--- config.mk ---
export PLATFORM = sky130hd
export DESIGN_NAME = scsc_top
export DESIGN_NICKNAME = d
export VERILOG_FILES = /design/src/logic/scsc_pkg.sv /design/src/logic/scsc_eng_if.sv /design/src/logic/scsc_top.sv /design/src/logic/scsc_sar_engine.sv
export SDC_FILE = /design/constraint.sdc
export NUM_CORES = 1
export LEC_CHECK = 0
export CORE_ASPECT_RATIO = 2
export CORE_MARGIN = 1.5
export CORE_UTILIZATION = 64
export CTS_CLUSTER_DIAMETER = 80
export DETAILED_ROUTE_END_ITERATION = 8
export DONT_BUFFER_PORTS = 1
export PLACE_DENSITY = 0.8
export RECOVER_POWER = 25
export SLEW_MARGIN = 20
export SYNTH_ARGS = -nofsm -noshare
export SYNTH_HDL_FRONTEND = slang
export SYNTH_SLANG_ARGS = --single-unit
export TNS_END_PERCENT = 100
--- constraint.sdc ---
create_clock -name sys_clk -period 4.55 [get_ports sys_clk]
set_input_delay 0.455 -clock sys_clk [delete_from_list [all_inputs] [get_ports sys_clk]]
set_output_delay 0.455 -clock sys_clk [all_outputs]
set_load 0.005 [all_outputs]
--- src/logic/scsc_pkg.sv ---
package scsc_pkg;

	// Register byte addresses, one aligned word each
	localparam logic [3:0] ADDR_CTRL = 4'h0;
	localparam logic [3:0] ADDR_MUX  = 4'h4;
	localparam logic [3:0] ADDR_RES  = 4'h8;
	localparam logic [3:0] ADDR_DIV  = 4'hC;

	// Control register fields
	localparam int CB_EN     = 0;
	localparam int CB_SRC    = 1;
	localparam int CB_BUSY   = 3;
	localparam int CB_DONE   = 4;
	localparam int CB_IE     = 5;
	localparam int CB_BURST  = 6;
	localparam int CB_TM     = 7;
	localparam int CB_LJ     = 9;
	localparam int CB_RPT    = 10;
	localparam int CB_TK     = 12;
	localparam int CTRL_W    = 16;

	// Busy and done are live state, never stored as configuration
	localparam logic [15:0] CTRL_CFG_MASK = 16'hFFE7;
	localparam logic [15:0] CTRL_RST      = 16'h0000;

	// Start source codes
	localparam logic [1:0] SRC_SW  = 2'h0;
	localparam logic [1:0] SRC_T3  = 2'h1;
	localparam logic [1:0] SRC_EXT = 2'h2;
	localparam logic [1:0] SRC_T2  = 2'h3;

	// Tracking mode codes
	localparam logic [1:0] TM_POST = 2'h1;
	localparam logic [1:0] TM_PRE  = 2'h2;
	localparam logic [1:0] TM_DUAL = 2'h3;

	// Input selector
	localparam int         MUX_W    = 5;
	localparam logic [4:0] MUX_TEMP = 5'h18;
	localparam logic [4:0] MUX_LAST = 5'h1A;
	localparam logic [4:0] MUX_RST  = 5'h00;

	// Converter timing, in subsystem clock cycles or SAR ticks
	localparam int         SAR_BITS    = 12;
	localparam logic [3:0] SAR_LAST    = 4'hC;
	localparam logic [4:0] TRACK_EXTRA = 5'h02;
	localparam logic [4:0] DIV_RST     = 5'h01;
	localparam int         ACC_W       = 16;

	typedef enum logic [2:0] {
		ST_IDLE, ST_TRACK, ST_START, ST_CONV, ST_FINISH
	} scsc_state_t;

	// Repeat code to number of accumulated conversions
	function automatic logic [4:0] scscRptTotal(input logic [1:0] c);
		case (c)
			2'h0: scscRptTotal = 5'h01;
			2'h1: scscRptTotal = 5'h04;
			2'h2: scscRptTotal = 5'h08;
			default: scscRptTotal = 5'h10;
		endcase
	endfunction

endpackage

--- src/logic/scsc_eng_if.sv ---
`timescale 1ns/1ps
interface scsc_eng_if;
	logic        start;
	logic [1:0]  trackMode;
	logic [3:0]  trackTime;
	logic [4:0]  sarDiv;
	logic [1:0]  repeatCode;
	logic        burst;
	logic        busy;
	logic        allDone;
	logic        trackOn;
	logic [11:0] trial;
	logic [15:0] accum;

	modport ctl (output start, trackMode, trackTime, sarDiv, repeatCode,
		burst, input busy, allDone, trackOn, trial, accum);
	modport eng (input start, trackMode, trackTime, sarDiv, repeatCode,
		burst, output busy, allDone, trackOn, trial, accum);
endinterface

--- src/logic/scsc_top.sv ---
// How it works
// - one of four start sources selected
// - software busy write starts conversion
// - third timer overflow starts conversion
// - external rising edge starts conversion
// - second timer overflow starts conversion
// - busy high during conversion, cleared after
// - busy fall after the last repeat sets done, raises interrupt
// - result valid whenever done reads one
// - timer low or high overflow by mode
// - powered when enabled or while a conversion runs
// - burst powers up, accumulates, shuts down
// - twenty-seven single-ended input selections
// - five-bit select field, one temperature code
// - twelve-bit SAR with accumulator
// - right or left justified result
// - tracking mode codes select tracking
// - thirteen SAR ticks plus two cycles
// - post-start tracking plus two cycles
// - burst repeat count before done
`timescale 1ns/1ps
module scsc_top
	import scsc_pkg::*;
(
	input  wire logic        sys_clk,
	input  wire logic        nrst,
	input  wire logic [3:0]  avs_address,
	input  wire logic        avs_read,
	input  wire logic        avs_write,
	input  wire logic [31:0] avs_writedata,
	input  wire logic [3:0]  avs_byteenable,
	output logic      [31:0] avs_readdata,
	output logic             avs_waitrequest,
	input  wire logic        tmr2LowOvf,
	input  wire logic        tmr2HighOvf,
	input  wire logic        tmr2Split8,
	input  wire logic        tmr3LowOvf,
	input  wire logic        tmr3HighOvf,
	input  wire logic        tmr3Split8,
	input  wire logic        extConvStart,
	input  wire logic        cmpHigh,
	output logic      [11:0] sarTrial,
	output logic      [4:0]  inputSelect,
	output logic             tempSensorOn,
	output logic             trackSwitchOn,
	output logic             converterPowered,
	output logic             convIrq
);

	// Reset release through two flops; assertion stays asynchronous
	logic rstMeta_ff;
	logic rstN_ff;
	always_ff @(posedge sys_clk or negedge nrst) begin
		if (!nrst) begin
			rstMeta_ff <= 1'b0;
			rstN_ff    <= 1'b0;
		end else begin
			rstMeta_ff <= 1'b1;
			rstN_ff    <= rstMeta_ff;
		end
	end

	scsc_eng_if engIf ();

	scsc_sar_engine u_engine (
		.sys_clk (sys_clk),
		.rstN    (rstN_ff),
		.cmpHigh (cmpHigh),
		.eng     (engIf)
	);

	logic [15:0] ctrl_ff, nxt_ctrl;
	logic [4:0]  mux_ff, nxt_mux;
	logic [4:0]  div_ff, nxt_div;
	logic [15:0] res_ff, nxt_res;
	logic        done_ff, nxt_done;
	logic        extPrev_ff;
	logic        wait_ff, nxt_wait;
	logic [31:0] rdata_ff, nxt_rdata;
	logic        irq_ff, nxt_irq;
	logic        pwr_ff, nxt_pwr;
	logic        temp_ff, nxt_temp;

	logic [31:0] wmask;
	logic [15:0] wctrl;
	logic        take;
	logic        wrCtrl;
	logic        swStart;
	logic        extRise;
	logic        t2Ovf;
	logic        t3Ovf;
	logic        trig;
	logic        startReq;
	logic        doneClear;

	// Start source selection and trigger qualification
	always_comb begin
		take    = (avs_read || avs_write) && !wait_ff;
		wrCtrl  = take && avs_write && (avs_address == ADDR_CTRL) &&
			avs_byteenable[0];
		// a one written to busy with software source
		swStart = wrCtrl && avs_writedata[CB_BUSY];
		// rising edge only, level and fall ignored
		extRise = extConvStart && !extPrev_ff;
		// low-byte overflow in split mode, else high byte
		t2Ovf   = tmr2Split8 ? tmr2LowOvf : tmr2HighOvf;
		t3Ovf   = tmr3Split8 ? tmr3LowOvf : tmr3HighOvf;
		// exactly one source feeds the start
		case (ctrl_ff[CB_SRC +: 2])
			SRC_SW:  trig = swStart;
			SRC_T3:  trig = t3Ovf;
			SRC_EXT: trig = extRise;
			SRC_T2:  trig = t2Ovf;
			default: trig = 1'b0;
		endcase
		// starts during a conversion are dropped
		startReq = trig && !engIf.busy &&
			(ctrl_ff[CB_EN] || ctrl_ff[CB_BURST]);
	end

	assign engIf.start      = startReq;
	assign engIf.trackMode  = ctrl_ff[CB_TM +: 2];
	assign engIf.trackTime  = ctrl_ff[CB_TK +: 4];
	assign engIf.sarDiv     = div_ff;
	assign engIf.repeatCode = ctrl_ff[CB_RPT +: 2];
	assign engIf.burst      = ctrl_ff[CB_BURST];

	// Register file, status and bus answer
	always_comb begin
		wmask = {{8{avs_byteenable[3]}}, {8{avs_byteenable[2]}},
			{8{avs_byteenable[1]}}, {8{avs_byteenable[0]}}};
		wctrl = (ctrl_ff & ~wmask[15:0]) | (avs_writedata[15:0] & wmask[15:0]);
		nxt_ctrl  = ctrl_ff;
		nxt_mux   = mux_ff;
		nxt_div   = div_ff;
		nxt_res   = res_ff;
		nxt_rdata = rdata_ff;
		doneClear = wrCtrl && !avs_writedata[CB_DONE];
		// One wait cycle per access, then a one-cycle answer
		nxt_wait  = !((avs_read || avs_write) && wait_ff);
		if (take && avs_write) begin
			case (avs_address)
				ADDR_CTRL: nxt_ctrl = wctrl & CTRL_CFG_MASK;
				ADDR_MUX: begin
					// codes past the last selection ignored
					if (avs_byteenable[0] && avs_writedata[4:0] <= MUX_LAST)
						nxt_mux = avs_writedata[MUX_W-1:0];
				end
				ADDR_DIV: begin
					if (avs_byteenable[0])
						nxt_div = avs_writedata[4:0];
				end
				default: nxt_ctrl = ctrl_ff;
			endcase
		end
		if (avs_read && wait_ff) begin
			case (avs_address)
				ADDR_CTRL: nxt_rdata = {16'h0000, ctrl_ff[15:5], done_ff,
					engIf.busy, ctrl_ff[2:0]};
				ADDR_MUX:  nxt_rdata = {27'h0000000, mux_ff};
				ADDR_RES:  nxt_rdata = {16'h0000, res_ff};
				ADDR_DIV:  nxt_rdata = {27'h0000000, div_ff};
				default:   nxt_rdata = 32'h00000000;
			endcase
		end
		// completion sets done; set beats clear
		nxt_done = done_ff;
		if (doneClear)
			nxt_done = 1'b0;
		if (engIf.allDone)
			nxt_done = 1'b1;
		if (engIf.allDone) begin
			// left justify a single 12-bit result
			if (ctrl_ff[CB_LJ] && ctrl_ff[CB_RPT +: 2] == 2'h0)
				nxt_res = {engIf.accum[11:0], 4'h0};
			else
				nxt_res = engIf.accum;
		end
		nxt_irq  = nxt_done && nxt_ctrl[CB_IE];
		// powered by enable or a running conversion
		nxt_pwr  = nxt_ctrl[CB_EN] || engIf.busy;
		nxt_temp = (nxt_mux == MUX_TEMP);
	end

	always_ff @(posedge sys_clk or negedge rstN_ff) begin
		if (!rstN_ff) begin
			ctrl_ff    <= CTRL_RST;
			mux_ff     <= MUX_RST;
			div_ff     <= DIV_RST;
			res_ff     <= '0;
			done_ff    <= 1'b0;
			extPrev_ff <= 1'b0;
			wait_ff    <= 1'b1;
			rdata_ff   <= '0;
			irq_ff     <= 1'b0;
			pwr_ff     <= 1'b0;
			temp_ff    <= 1'b0;
		end else begin
			ctrl_ff    <= nxt_ctrl;
			mux_ff     <= nxt_mux;
			div_ff     <= nxt_div;
			res_ff     <= nxt_res;
			done_ff    <= nxt_done;
			extPrev_ff <= extConvStart;
			wait_ff    <= nxt_wait;
			rdata_ff   <= nxt_rdata;
			irq_ff     <= nxt_irq;
			pwr_ff     <= nxt_pwr;
			temp_ff    <= nxt_temp;
		end
	end

	// Outputs straight from flops
	assign avs_readdata     = rdata_ff;
	assign avs_waitrequest  = wait_ff;
	assign sarTrial         = engIf.trial;
	assign inputSelect      = mux_ff;
	assign tempSensorOn     = temp_ff;
	assign trackSwitchOn    = engIf.trackOn;
	assign converterPowered = pwr_ff;
	assign convIrq          = irq_ff;
endmodule // scsc_top

--- src/logic/scsc_sar_engine.sv ---
`timescale 1ns/1ps
module scsc_sar_engine
	import scsc_pkg::*;
(
	input  wire logic sys_clk,
	input  wire logic rstN,
	input  wire logic cmpHigh,
	scsc_eng_if.eng   eng
);

	scsc_state_t       state_ff, nxt_state;
	logic [4:0]        trk_ff, nxt_trk;
	logic [4:0]        div_ff, nxt_div;
	logic [3:0]        sar_ff, nxt_sar;
	logic [3:0]        rpt_ff, nxt_rpt;
	logic [11:0]       trial_ff, nxt_trial;
	logic [ACC_W-1:0]  acc_ff, nxt_acc;
	logic              busy_ff, nxt_busy;
	logic              done_ff, nxt_done;
	logic              trk_on_ff, nxt_trk_on;
	logic [3:0]        pos;
	logic [4:0]        total;

	// Sequencer: track, start cycle, 13 SAR ticks, finish cycle
	always_comb begin
		nxt_state = state_ff;
		nxt_trk   = trk_ff;
		nxt_div   = div_ff;
		nxt_sar   = sar_ff;
		nxt_rpt   = rpt_ff;
		nxt_trial = trial_ff;
		nxt_acc   = acc_ff;
		nxt_done  = 1'b0;
		total     = scscRptTotal(eng.repeatCode);
		pos       = SAR_LAST - sar_ff;
		case (state_ff)
			ST_IDLE: begin
				if (eng.start) begin
					if (rpt_ff == 4'h0)
						nxt_acc = '0;
					nxt_trk = {1'b0, eng.trackTime} + TRACK_EXTRA;
					nxt_state = (eng.trackMode == TM_PRE) ? ST_START : ST_TRACK;
				end
			end
			ST_TRACK: begin
				if (trk_ff <= 5'h01)
					nxt_state = ST_START;
				else
					nxt_trk = trk_ff - 5'h01;
			end
			ST_START: begin
				nxt_div   = '0;
				nxt_sar   = '0;
				nxt_state = ST_CONV;
			end
			ST_CONV: begin
				// divider gives one SAR tick per sarDiv+1 cycles
				if (div_ff == eng.sarDiv) begin
					nxt_div = '0;
					// sample tick, then one bit decided per tick
					if (sar_ff == 4'h0) begin
						nxt_trial = 12'h800;
					end else begin
						if (!cmpHigh)
							nxt_trial[pos] = 1'b0;
						if (pos != 4'h0)
							nxt_trial[pos - 4'h1] = 1'b1;
					end
					if (sar_ff == SAR_LAST)
						nxt_state = ST_FINISH;
					else
						nxt_sar = sar_ff + 4'h1;
				end else begin
					nxt_div = div_ff + 5'h01;
				end
			end
			ST_FINISH: begin
				nxt_acc = acc_ff + {4'h0, trial_ff};
				// done only after the whole repeat count
				if ({1'b0, rpt_ff} == total - 5'h01) begin
					nxt_rpt   = '0;
					nxt_done  = 1'b1;
					nxt_state = ST_IDLE;
				end else begin
					nxt_rpt = rpt_ff + 4'h1;
					nxt_trk = {1'b0, eng.trackTime} + TRACK_EXTRA;
					// burst runs on without further starts
					nxt_state = eng.burst ? ST_TRACK : ST_IDLE;
				end
			end
			default: nxt_state = ST_IDLE;
		endcase
		nxt_busy = (nxt_state != ST_IDLE);
		// sampling switch follows the tracking mode
		// Code 0 behaves as post: switch open while idle
		case (eng.trackMode)
			TM_POST, 2'h0: nxt_trk_on = (nxt_state == ST_TRACK);
			default: nxt_trk_on = (nxt_state == ST_TRACK) ||
				(nxt_state == ST_IDLE);
		endcase
	end

	always_ff @(posedge sys_clk or negedge rstN) begin
		if (!rstN) begin
			state_ff  <= ST_IDLE;
			trk_ff    <= '0;
			div_ff    <= '0;
			sar_ff    <= '0;
			rpt_ff    <= '0;
			trial_ff  <= '0;
			acc_ff    <= '0;
			busy_ff   <= 1'b0;
			done_ff   <= 1'b0;
			trk_on_ff <= 1'b0;
		end else begin
			state_ff  <= nxt_state;
			trk_ff    <= nxt_trk;
			div_ff    <= nxt_div;
			sar_ff    <= nxt_sar;
			rpt_ff    <= nxt_rpt;
			trial_ff  <= nxt_trial;
			acc_ff    <= nxt_acc;
			busy_ff   <= nxt_busy;
			done_ff   <= nxt_done;
			trk_on_ff <= nxt_trk_on;
		end
	end

	assign eng.busy    = busy_ff;
	assign eng.allDone = done_ff;
	assign eng.trackOn = trk_on_ff;
	assign eng.trial   = trial_ff;
	assign eng.accum   = acc_ff;

	// Helper counters for the timing checks
	logic [7:0] convLen_ff;
	logic [4:0] trkLen_ff;
	always_ff @(posedge sys_clk or negedge rstN) begin
		if (!rstN) begin
			convLen_ff <= '0;
			trkLen_ff  <= '0;
		end else begin
			convLen_ff <= (state_ff == ST_CONV) ? convLen_ff + 8'h01 : 8'h00;
			trkLen_ff  <= (state_ff == ST_TRACK) ? trkLen_ff + 5'h01 : 5'h00;
		end
	end
endmodule // scsc_sar_engine

Word-level counts from Yosys, hierarchy flattened
Index checks and enable logic that the tools add are counted.
{ "totals": {"latchBits": 0, "ram_bits": 0, "rom_bits": 0, "regBits": 132, "out_inout_bits": 54, "inputBits": 52, "memories": 0, "elab_cells": 163} }
{ "classes": {"addsub": 9, "bitwise_logic": 7, "n_reduce_logical": 45, "n_lt_le_gt_ge": 6, "n_div": 0, "n_mux": 47, "n_eq_ne": 25, "shifts": 0, "n_mul": 0} }
{ "ops": {"columns": ["operator", "n"], "rows": [
  ["2-to-1 mux 12 bit", 6],
  ["one-hot mux 16 bit (4 select lines)", 1],
  ["2-to-1 mux 16 bit", 3],
  ["2-to-1 mux 5 bit", 7],
  ["bitwise AND 16 bit", 2],
  ["one-hot mux 16 bit (2 select lines)", 1],
  ["one-hot mux 5 bit (3 select lines)", 2],
  ["adder 16 x 12 -> 16 bit", 1],
  ["logical AND 1 bit", 16],
  ["NOT 16 bit", 1],
  ["bitwise OR 16 bit", 1],
  ["2-to-1 mux 3 bit", 5],
  ["one-hot mux 3 bit (5 select lines)", 1],
  ["bitwise AND 12 bit", 1],
  ["== test 4 bit (second input constant)", 3],
  ["logical NOT 4 bit", 3],
  ["2-to-1 mux 4 bit", 3],
  ["2-to-1 mux 6 bit", 2],
  ["NOT 12 bit", 1],
  ["bitwise OR 12 bit", 1],
  ["less-than comparator 4 x 5 -> 1 bit (second input constant)", 2],
  ["2-to-1 mux 1 bit", 10],
  ["one-hot mux 5 bit (2 select lines)", 1],
  ["subtractor 5 x 1 -> 5 bit (second input constant)", 2],
  ["other kinds (34)", 63]
]} }

Depth between registers and ports, before layout
Gate-level depths: netlist of run 1.
{ "depth": {"depth_word": 14, "depth_mapped": 10, "mapped_depth_nobuf": 8} }

Modules after synthesis
A second synthesis of run 1 with hierarchy kept.
{ "hier_totals": {"cells_unflattened": 666, "area_unflattened_um2": 6492.5} }
{ "modules_own_cells": {"columns": ["mod", "cells_per_inst", "area_per_inst_um2", "n_inst", "seq_area_each_um2"], "rows": [
  ["scsc_sar_engine", 398, 3468.3, 1, 1301.2],
  ["scsc_top", 268, 3024.2, 1, 1604.0]
]} }

Least setup slack after synthesis of run 1
OpenSTA, ideal clock, no wires.
{ "synth_path": {"path_kind": "register -> register", "from": "register u_engine.sar_ff[1]", "to": "register u_engine.sar_ff[3]", "setup_slack_ns": 2.220, "n_path_buf": 2, "period_less_slack_ns": 2.330, "t_arrival_ns": 2.194, "setup_time_ns": 0.136, "path_stages_with_launch": 10, "t_required_ns": 4.414, "path_cell_list": "dfrtp_1 > clkbuf_1 > inv_1 > ha_1 > clkbuf_1 > and3_1 > nor3_1 > a41oi_1 > o21ai_0 > o41ai_1"} }
{ "synth_between": {"elab_chain_len": 4, "word_cells_on_any_way": 7, "classes_between": "add/sub: 1; eq/ne: 2; mux: 3; reduce/logical: 1"} }
{ "synth_rtl": {"columns": ["element", "line", "source"], "rows": [
  ["start, declared", "scsc_sar_engine.sv:14", "logic [3:0] sar_ff, nxt_sar;"],
  ["start signal, assigned", "scsc_sar_engine.sv:119", "sar_ff <= nxt_sar;"],
  ["adder 4 x 1 -> 4 bit", "scsc_sar_engine.sv:72", "nxt_sar = sar_ff + 4'h1;"],
  ["2-to-1 mux 4 bit", "scsc_sar_engine.sv:69", "if (sar_ff == SAR_LAST)"],
  ["2-to-1 mux 4 bit", "scsc_sar_engine.sv:58", "if (div_ff == eng.sarDiv) begin"],
  ["one-hot mux 4 bit (2 select lines)", "scsc_sar_engine.sv:36", "case (state_ff)"]
]} }
Several ways; a longest one is shown, not always the timed one. The select of a mux whose other input is x is not followed.
A chain may end at the register's enable or synchronous reset.

==> results of run 1 <==
worst max-delay path by stage:
stage	startpoint	end	slack, ns
floorplan	rstN_ff	asynchronous set/reset pin	1.08
global placement	avs_address[1]	u_engine.trk_ff[0]	1.78
detailed placement	avs_address[1]	u_engine.trk_ff[0]	1.69
CTS	u_engine.state_ff[0]	u_engine.eng.trackOn	1.91
global route	rstN_ff	res_ff[4]	1.01
finish	rstN_ff	div_ff[0]	1.58
cell families (layout without fill, tap and decap cells):
| kind of cell | Yosys count | after routing | share of synthesized area, % |
|---|---|---|---|
| xor gates and xnor gates | 20 | 20 | 2.76 |
| adders and majority gates | 25 | 25 | 5.04 |
| buffers and inverters | 66 | 55 | 5.04 |
| and+or+nand+nor | 208 | 208 | 15.8 |
| other | 2 | 17 | 0.118 |
| muxes | 36 | 36 | 6.64 |
| AOI/OAI and AO/OA | 192 | 192 | 18.9 |
| DFF | 116 | 116 | 45.7 |
power breakdown:
group / internal (µW) / total [µW] / switching (µW)
combinational: 544 / 1410 / 864
sequential: 1190 / 1420 / 235
clock: 799 / 1230 / 434
cells in the final DEF, fill, tap and decap left out, drive strengths merged, types with 11 or more instances in the layout:
| cell | Yosys | final |
|---|---|---|
| mux2i | 14 | 14 |
| nand3 | 23 | 23 |
| clkbuf | 22 | 25 |
| xnor2 | 12 | 12 |
| a22oi | 11 | 11 |
| o21ai | 83 | 83 |
| mux2 | 19 | 19 |
| conb | 2 | 17 |
| a21oi | 36 | 36 |
| dfrtp | 114 | 114 |
| nor3 | 14 | 14 |
| nor2 | 32 | 32 |
| ha | 24 | 24 |
| nand2 | 91 | 91 |
| inv | 18 | 18 |
through the flow:
step | area [µm²] | power, µW
2_1_floorplan | 6410 | 2460
3_3_place_gp | 6370 | 2730
3_5_place_dp | 6370 | 2790
4_1_cts | 6930 | 4040
5_1_grt | 6940 | 4310
6_report | 6940 | 4060
cell type report:
cell class / count / area (µm²) / share of cell area (%)
Timing Repair Buffer: 5 / 40.0 / 0.577
Clock buffer: 25 / 495 / 7.14
Multi-Input combinational cell: 498 / 3210 / 46.2
Sequential cell: 116 / 2910 / 41.9
Inverter: 19 / 71.3 / 1.03
Tap cell: 132 / 165 / 2.38
Clock inverter: 6 / 55.1 / 0.793
routing by layer:
| layer | wire length [µm] | vias up |
|---|---|---|
| li1 | - | 2356 |
| met1 | 5560 | 2480 |
| met2 | 8390 | 198 |
| met3 | 758 | 63 |
| met4 | 767 | 0 |
| met5 | 0 | - |
==> reports/results.tsv, run 1 <==
metric	value	unit
Max stage delay on crit path	2.28	ns
outcome	complete, but fails checks	
Post-synth EDFFs	0	
met2 usage	53.6	%
cells after synthesis	665	
Rows	51	
DIE AREA	10600	µm²
Hold Crit Class	input pin to register	
Crit-path slowest cell	dfrtp_1	
core area	9700	µm²
Post-Syn Area per Cell	9.55	µm²
worst hold start	extConvStart	
GR Overflow Total	0	
dpl ws	1.69	ns
Final Critical Period	2.97	ns
GRT met3 Usage	7.22	%
Ports	106	
antenna cells	0	
layout cells sized above 1	10.8	%
Yosys reg bits	116	
worst-case clock skew	0.00902	ns
leading area contributor after synthesis	dfrtp_1	
critical path depth in cells	1	
TritonCTS Sinks	116	
crit path DAT	3.47	ns
startpoint class of the critical path	register	
final std cells w/o fill	801	
first drt pass iteration count	5	
# resized after CTS	0	
routed vias/inst	6.36	
Routed Antenna Nets	0	
RSZ-0062 raised after global routing	false	
Post-CTS Setup Repair Bufs	0	
maxcap violations	1	
CP Buf/Inv Count	1	
Max Freq	0.336	GHz
Worst-Margin Slew	2.87	ns
Slew Limit Fails	75	
WL/cell	19.3	µm
IO Port Bufs	0	
Clk Latency, worst-skew pair	0.41	ns
synth cell count leaders	114 x dfrtp_1, 91 x nand2_1, 82 x o21ai_0	
gpl congestion	0.869	
reg2reg end	div_ff[0]	
hold endpoint	extPrev_ff	
drt first-iter violations	328	
violated checks	capacitance limit, slew limit	
area grow syn2layout	9.26	%
Util after Layout	71.6	%
via count	5097	
post-synthesis sequential area ratio	45.7	%
Top delay family on crit path	flip-flops	
maximum fanout along the worst path	74	
CTS Buffer Depth	2	
PnR worst setup slack	1.58	ns
CP Capture Type	asynchronous set/reset pin	
Async SR Flop Fraction	100	%
Synth warnings	0	
ys flop type	dfrtp_1	
pwr dens	585	nW/µm²
hpwl dp	10900	µm
CTS tree	yes	
WHS Path Cells	0	
initial antenna violation count	0	
cts bufs inserted	17	
first-pass GRT wire length	24500	µm
# DRC	0	
hold-fix buffers at CTS	1	
synth top area cells	dfrtp_1 45%, o21ai_0 6.5%, nand2_1 5.4%	
kind of critical path	register to asynchronous set/reset pin	
setup violators final	0	
number of global-route vias before repair	4995	
Die X	73.5	µm
Final Cycle Share	65.3	%
slew margin rel.	-91.2	%
met1 Use GR	32.2	%
GRT Total Usage	30.7	%
Clock Root Buffer	clkbuf_16	
GR peak layer	met2	
R2R Path Start	rstN_ff	
final net count	734	
area of the mapped netlist	6350	µm²
starting density of the core	65.5	%
R2R Setup Slk	1.58	ns
post-synth top area share	44.9	%
Die H	144	µm
H-tree depth	4	
required time of the critical path	5.05	ns
final hold slack	0.0733	ns
top-count cell post-synth	dfrtp_1	
Setup TNS	0	ns
Placed Cells	769	
CP cell instances	buf_4	
routed wire length	15500	µm
largest net degree at the start of global routing	75	
clock-pin slew on the worst setup and hold paths	0.05	ns
VDD IR-drop max	0.458	mV
FILL cells	705	
Final Hold Viols	0	
Netlist cell types	75	
P_leak	0.00299	µW
R2R cell count	1	
Note: power is estimated with default switching activity, not from simulation.
==> run 2: changes to the inputs <==
--- a/config.mk
+++ b/config.mk
@@ -5,13 +5,14 @@
 export SDC_FILE = /design/constraint.sdc
 export NUM_CORES = 1
 export LEC_CHECK = 0
+export ABC_AREA = 1
 export CORE_ASPECT_RATIO = 2
 export CORE_MARGIN = 1.5
-export CORE_UTILIZATION = 64
+export CORE_UTILIZATION = 58
 export CTS_CLUSTER_DIAMETER = 80
 export DETAILED_ROUTE_END_ITERATION = 8
 export DONT_BUFFER_PORTS = 1
-export PLACE_DENSITY = 0.8
+export PLACE_DENSITY = 0.76
 export RECOVER_POWER = 25
 export SLEW_MARGIN = 20
 export SYNTH_ARGS = -nofsm -noshare
==> constraint.sdc (replaced) <==
create_clock -name sys_clk -period 2.7 [get_ports sys_clk]
set_input_delay 0.27 -clock sys_clk [delete_from_list [all_inputs] [get_ports sys_clk]]
set_output_delay 0.27 -clock sys_clk [all_outputs]
set_load 0.005 [all_outputs]
==> reports/results.tsv, run 2 <==
metric	value	unit	change
starting density of the core	59.1	%	-6.4 points
P_sw	2840	µW	+85%
initial antenna violation count	0		unchanged
maxcap violations	1		unchanged
Seq pwr share	33.7	%	-1.3 points
met2 usage	54.5	%	+0.89 points
routed vias/inst	5.51		-13%
first drt pass iteration count	5		unchanged
slew margin rel.	-31.6	%	+60 points
routed wire length	16600	µm	+6.9%
Final Critical Period	2.07	ns	-0.900 ns
final hold slack	0.0112	ns	-0.0621 ns
Die X	78.6	µm	+7.0%
crit path DAT	2.37	ns	-1.10 ns
top-count cell post-synth	nand2_1		
Clk Latency, worst-skew pair	0.42	ns	about the same
gpl congestion	0.930		+7.0%
leading area contributor after synthesis	dfrtp_1		
Hold Crit Class	input pin to register		
required time of the critical path	3.00	ns	-2.05 ns
GR Overflow Total	0		unchanged
Placed Cells	1000		+30%
Worst-Margin Slew	1.97	ns	-0.895 ns
setup violators final	0		unchanged
number of global-route vias before repair	5702		+14%
synth cell count leaders	270 x nand2_1, 114 x dfrtp_1, 98 x inv_1		
Comb power frac	35.7	%	+1.1 points
core area	11200	µm²	+16%
startpoint class of the critical path	register		
final std cells w/o fill	1047		+31%
Synth warnings	0		unchanged
area of the mapped netlist	6630	µm²	+4.3%
antenna cells	0		unchanged
CTS Buffer Depth	2		unchanged
Util after Layout	66.5	%	-5.1 points
Rows	55		+7.8%
GRT Total Usage	29.2	%	-1.5 points
kind of critical path	register to register		
Async SR Flop Fraction	100	%	unchanged
met1 Use GR	30.2	%	-2.0 points
worst-case clock skew	0.00868	ns	-0.000338 ns
Slew Limit Fails	48		-36%
Yosys reg bits	116		unchanged
Placed Area	6730	µm²	+5.6%
GRT met3 Usage	6.84	%	-0.38 points
Netlist cell types	45		-40%
TritonCTS Sinks	116		unchanged
WL/cell	15.8	µm	-18%
cells after synthesis	868		+31%
Die H	154	µm	+7.1%
Post-synth EDFFs	0		unchanged
Setup TNS	0	ns	unchanged
Clock Root Buffer	clkbuf_16		
area grow syn2layout	12.5	%	
first-pass GRT wire length	27200	µm	+11%
maximum fanout along the worst path	7		-91%
post-synthesis sequential area ratio	43.8	%	-1.9 points
IO Port Bufs	0		unchanged
CTS tree	yes		
Ports	106		unchanged
largest net degree at the start of global routing	68		-9.3%
area of the multi-input gates	3200	µm²	-0.43%
outcome	complete, but fails checks		
P_leak	0.00372	µW	+25%
Post-CTS Setup Repair Bufs	0		unchanged
VDD IR-drop max	0.940	mV	+110%
Finished Cell Area	7460	µm²	+7.4%
H-tree depth	4		unchanged
Max Freq	0.483	GHz	+43%
Post-Syn Area per Cell	7.64	µm²	-20%
final net count	969		+32%
cts bufs inserted	17		unchanged
commonest non-fill, non-tap cell in the layout	nand2_1		
Final Hold Viols	0		unchanged
FILL cells	937		+33%
most frequent cells in the layout	270 x nand2_1, 114 x dfrtp_1, 98 x inv_1, 55 x nor2_1, 55 x o21ai_0		
internal power	4330	µW	+71%
clock-pin slew on the worst setup and hold paths	0.05	ns	about the same
drt first-iter violations	387		+18%
Routed Antenna Nets	0		unchanged
DIE AREA	12100	µm²	+15%
layout cells sized above 1	8.73	%	-2.0 points
Final Cycle Share	76.7	%	+11 points
hpwl dp	12400	µm	+14%
GR peak layer	met2		
synth top area cells	dfrtp_1 43%, nand2_1 15%, inv_1 5.5%		
via count	5773		+13%
CP Capture Type	register		
ys flop type	dfrtp_1		
violated checks	capacitance limit, slew limit		
post-synth top area share	43.0	%	-1.9 points
clock share of power	30.5	%	+0.2 points
# DRC	0		unchanged
Sequential Area	2910	µm²	unchanged
pwr dens	962	nW/µm²	+64%
RSZ-0062 raised after global routing	false		
switching share of power	39.6	%	+1.9 points
==> run 2: cell types whose count changed after synthesis, sizes merged, moves of 13 or more <==
cell,change
nor2,+35
inv,+89
nand2,+187
nand3,+32
o22ai,+18
clkbuf,-13
mux2,-19
mux2i,-13
==> run 2: stage by stage <==
stage / setup slack (ns) / total power (µW)
after floorplan: 0.764 / 4320
after global placement: 0.685 / 4840
after detailed placement: 0.639 / 4940
after CTS: 0.626 / 7170
after global routing: 0.293 / 7680
final: 0.628 / 7170
==> run 2: worst max-delay path, cell delays in order (launching register included) <==
cell	delay [ns]
dfrtp_1	0.48
inv_1	0.15
ha_1	0.24
or2_1	0.25
nand2_2	0.13
inv_2	0.05
nor2_1	0.29
nand3_1	0.14
o21ai_1	0.16
nand2_1	0.06
==> run 2: logic make-up (layout without fill, tap and decap cells) <==
kind of cell / Yosys count / in the layout / synth area share (%)
adder cells (fa/ha/maj): 25 / 25 / 4.83
flip-flops: 116 / 116 / 43.8
XOR/XNOR: 16 / 16 / 2.34
buffers and inverters: 137 / 159 / 8.81
multiplexers: 1 / 1 / 0.151
AND/OR/NAND/NOR: 426 / 426 / 28.1
AO/OA/AOI/OAI: 145 / 145 / 11.9
other: 2 / 17 / 0.113
==> run 2: cell type report <==
type / count / share of cell area, %
tap: 142 / 2.38
inverter: 108 / 5.44
timing repair buffer: 19 / 2.58
clock buffer: 22 / 6.36
multi-input combinational: 630 / 42.9
sequential: 116 / 39.0
clock inverter: 10 / 1.41
==> run 2: power by group through the flow <==
stage	registers (µW)	logic [µW]	clock network (µW)
floorplan	2330	1990	0
global placement	2420	2410	0
detailed placement	2440	2490	0
CTS	2420	2540	2210
global route	2470	2920	2290
finish	2420	2560	2190
==> run 2: what timing repair did <==
item,4_1_cts,5_1_grt
endpoints found under the setup margin,0,0
hold buffers,14,1
endpoints found under the hold margin,14,1
gates resized for setup,0,0
==> run 2: worst paths after layout <==
check | startpoint | endpoint | slack [ns] | depth (start not counted)
max in group asynchronous | rstN_ff | avs_waitrequest | 0.69 | 1
setup reg to reg | u_engine.sar_ff[0] | u_engine.eng.trial[11] | 0.63 | 9
setup / recovery | u_engine.sar_ff[0] | u_engine.eng.trial[11] | 0.63 | 9
hold reg to reg | rstMeta_ff | rstN_ff | 0.36 | 0
min in group asynchronous | nrst | rstMeta_ff | 0.08 | 1
hold / removal | avs_writedata[12] | register | 0.01 | 2
==> run 2: routing by layer <==
metal / vias up / routed length [µm] / share of wire (%)
met5: - / 0 / 0
met4: 0 / 558 / 3.4
met3: 47 / 691 / 4.2
met2: 159 / 9330 / 56
met1: 2752 / 5970 / 36
li1: 2815 / - / -
==> run 3: changes to the inputs <==
==> constraint.sdc (replaced) <==
create_clock -name sys_clk -period 1.7 [get_ports sys_clk]
set_input_delay 0.17 -clock sys_clk [delete_from_list [all_inputs] [get_ports sys_clk]]
set_output_delay 0.17 -clock sys_clk [all_outputs]
set_load 0.005 [all_outputs]
==> reports/results.tsv, run 3 (same netlist as run 2, synthesis figures left out) <==
metric	value	unit	change
slew margin rel.	38.8	%	+70 points
# DRC	0		unchanged
outcome	complete, but fails checks		
Worst-Margin Slew	0.918	ns	-1.06 ns
first-pass GRT wire length	29700	µm	+8.9%
commonest non-fill, non-tap cell in the layout	nand2_1		
Pwr Total	14000	µW	+95%
R2R Path Start	u_engine.sar_ff[1]		
Placed Area	7270	µm²	+8.0%
crit path capture	u_engine.eng.trial[6]		
TritonCTS Sinks	116		unchanged
Util after Layout	76.3	%	+9.8 points
maxcap violations	0		-1
Clock Root Buffer	clkbuf_16		
number of global-route vias before repair	6266		+9.9%
kind of critical path	register to register		
final hold slack	0.0118	ns	+0.000592 ns
Hold Crit Class	input pin to register		
reg2reg end	u_engine.eng.trial[6]		
hpwl dp	13600	µm	+9.6%
drt first-iter violations	363		-6.2%
H-tree depth	4		unchanged
Final Critical Period	1.74	ns	-0.337 ns
area grow syn2layout	29.1	%	
R2R cell count	9		unchanged
routed vias/inst	5.60		+1.5%
Final Cycle Share	102	%	+25 points
worst-case clock skew	0.00968	ns	+0.00100 ns
setup violators final	9		+9
IO Port Bufs	0		unchanged
core area	11200	µm²	unchanged
PnR worst setup slack	-0.0355	ns	-0.663 ns
Max Freq	0.576	GHz	+19%
GRT Total Usage	31.7	%	+2.5 points
most frequent cells in the layout	251 x nand2_1, 110 x dfrtp_1, 95 x inv_1, 75 x buf_4, 51 x o21ai_0		
routed wire length	19000	µm	+15%
layout cells sized above 1	22.9	%	+14 points
required time of the critical path	2.03	ns	-0.97 ns
DIE AREA	12100	µm²	unchanged
maximum fanout along the worst path	5		-2
final net count	1049		+8.3%
via count	6309		+9.3%
Die H	154	µm	unchanged
CP Capture Type	register		
starting density of the core	59.1	%	unchanged
Rows	55		unchanged
Die X	78.6	µm	unchanged
clock-pin slew on the worst setup and hold paths	0.06	ns	about the same
crit path DAT	2.06	ns	-0.31 ns
WL/cell	16.9	µm	+6.7%
Routed Antenna Nets	0		unchanged
CTS Buffer Depth	2		unchanged
RSZ-0062 raised after global routing	true		
Clk Latency, worst-skew pair	0.41	ns	about the same
startpoint class of the critical path	register		
Ports	106		unchanged
antenna cells	0		unchanged
Finished Cell Area	8560	µm²	+15%
critical path launch point	u_engine.sar_ff[1]		
cts bufs inserted	17		unchanged
GR Overflow Total	0		unchanged
gpl congestion	0.953		+2.5%
pwr dens	1640	nW/µm²	+70%
violated checks	setup timing		
Final Hold Viols	0		unchanged
P_leak	0.00416	µW	+12%
first drt pass iteration count	6		+1
R2R Setup Slk	-0.04	ns	-0.66 ns
CTS tree	yes		
Slew Limit Fails	0		-100%
initial antenna violation count	0		unchanged
largest net degree at the start of global routing	40		-41%
VDD IR-drop max	2.03	mV	+120%
## run 3: stage by stage
stage               TNS [ns]  setup slack, ns  std cells
floorplan                  0          0.00699        883
global placement      -0.201          -0.0798       1072
detailed placement    -0.759           -0.127       1072
CTS                   -0.100          -0.0367       1123
global route           -1.69           -0.173       1127
finish                -0.138          -0.0355       1127
## run 3: worst min-delay path by stage
| stage | cells after the start | startpoint | end | slack (ns) |
|---|---|---|---|---|
| global placement | 0 | nrst | rstMeta_ff | -0.13 |
| finish | 2 | avs_writedata[4] | inputSelect[4] | 0.01 |
| global route | 2 | avs_writedata[4] | inputSelect[4] | 0.01 |
| floorplan | 0 | nrst | rstMeta_ff | -0.13 |
| detailed placement | 0 | nrst | rstMeta_ff | -0.13 |
| CTS | 2 | avs_writedata[4] | inputSelect[4] | 0.005 |
## run 3: power by group
part | internal, µW | switching [µW]
combinational | 2800 | 3740
clock | 2460 | 1220
sequential | 3260 | 528
## run 3: layout make-up
| class | count | area [µm²] |
|---|---|---|
| multi-input cells | 630 | 3640 |
| flip-flops and latches | 116 | 2910 |
| well taps | 142 | 178 |
| clock buffers | 25 | 495 |
| fillers | 803 | 2660 |
| repair buffers | 99 | 806 |
| clock inverters | 7 | 121 |
| inverters | 108 | 408 |
## run 3: timing repair
action,4_1_cts,5_1_grt
buffers inserted,0,5
pin swaps,4,29
hold buffers,19,0
resized for setup,15,85
hold endpoints to repair,26,0
endpoints found under the setup margin,20,41
## run 3: layer usage
metal	wire length, µm	vias up	track usage, %
met4	922	0	16.2
met3	792	71	5.07
met1	6600	3031	32.8
met5	0	-	0
met2	10700	239	59.5
li1	-	2968	-
## run 3: critical path: stages, from the launching register on
cell and delay (ns):
dfrtp_1 0.40, buf_6 0.15, o21ai_4 0.30, xor2_4 0.25, nor2_4 0.08, nand2_4 0.10, nand2_4 0.06, nor2_4 0.14
nand2_1 0.09, o21ai_1 0.09
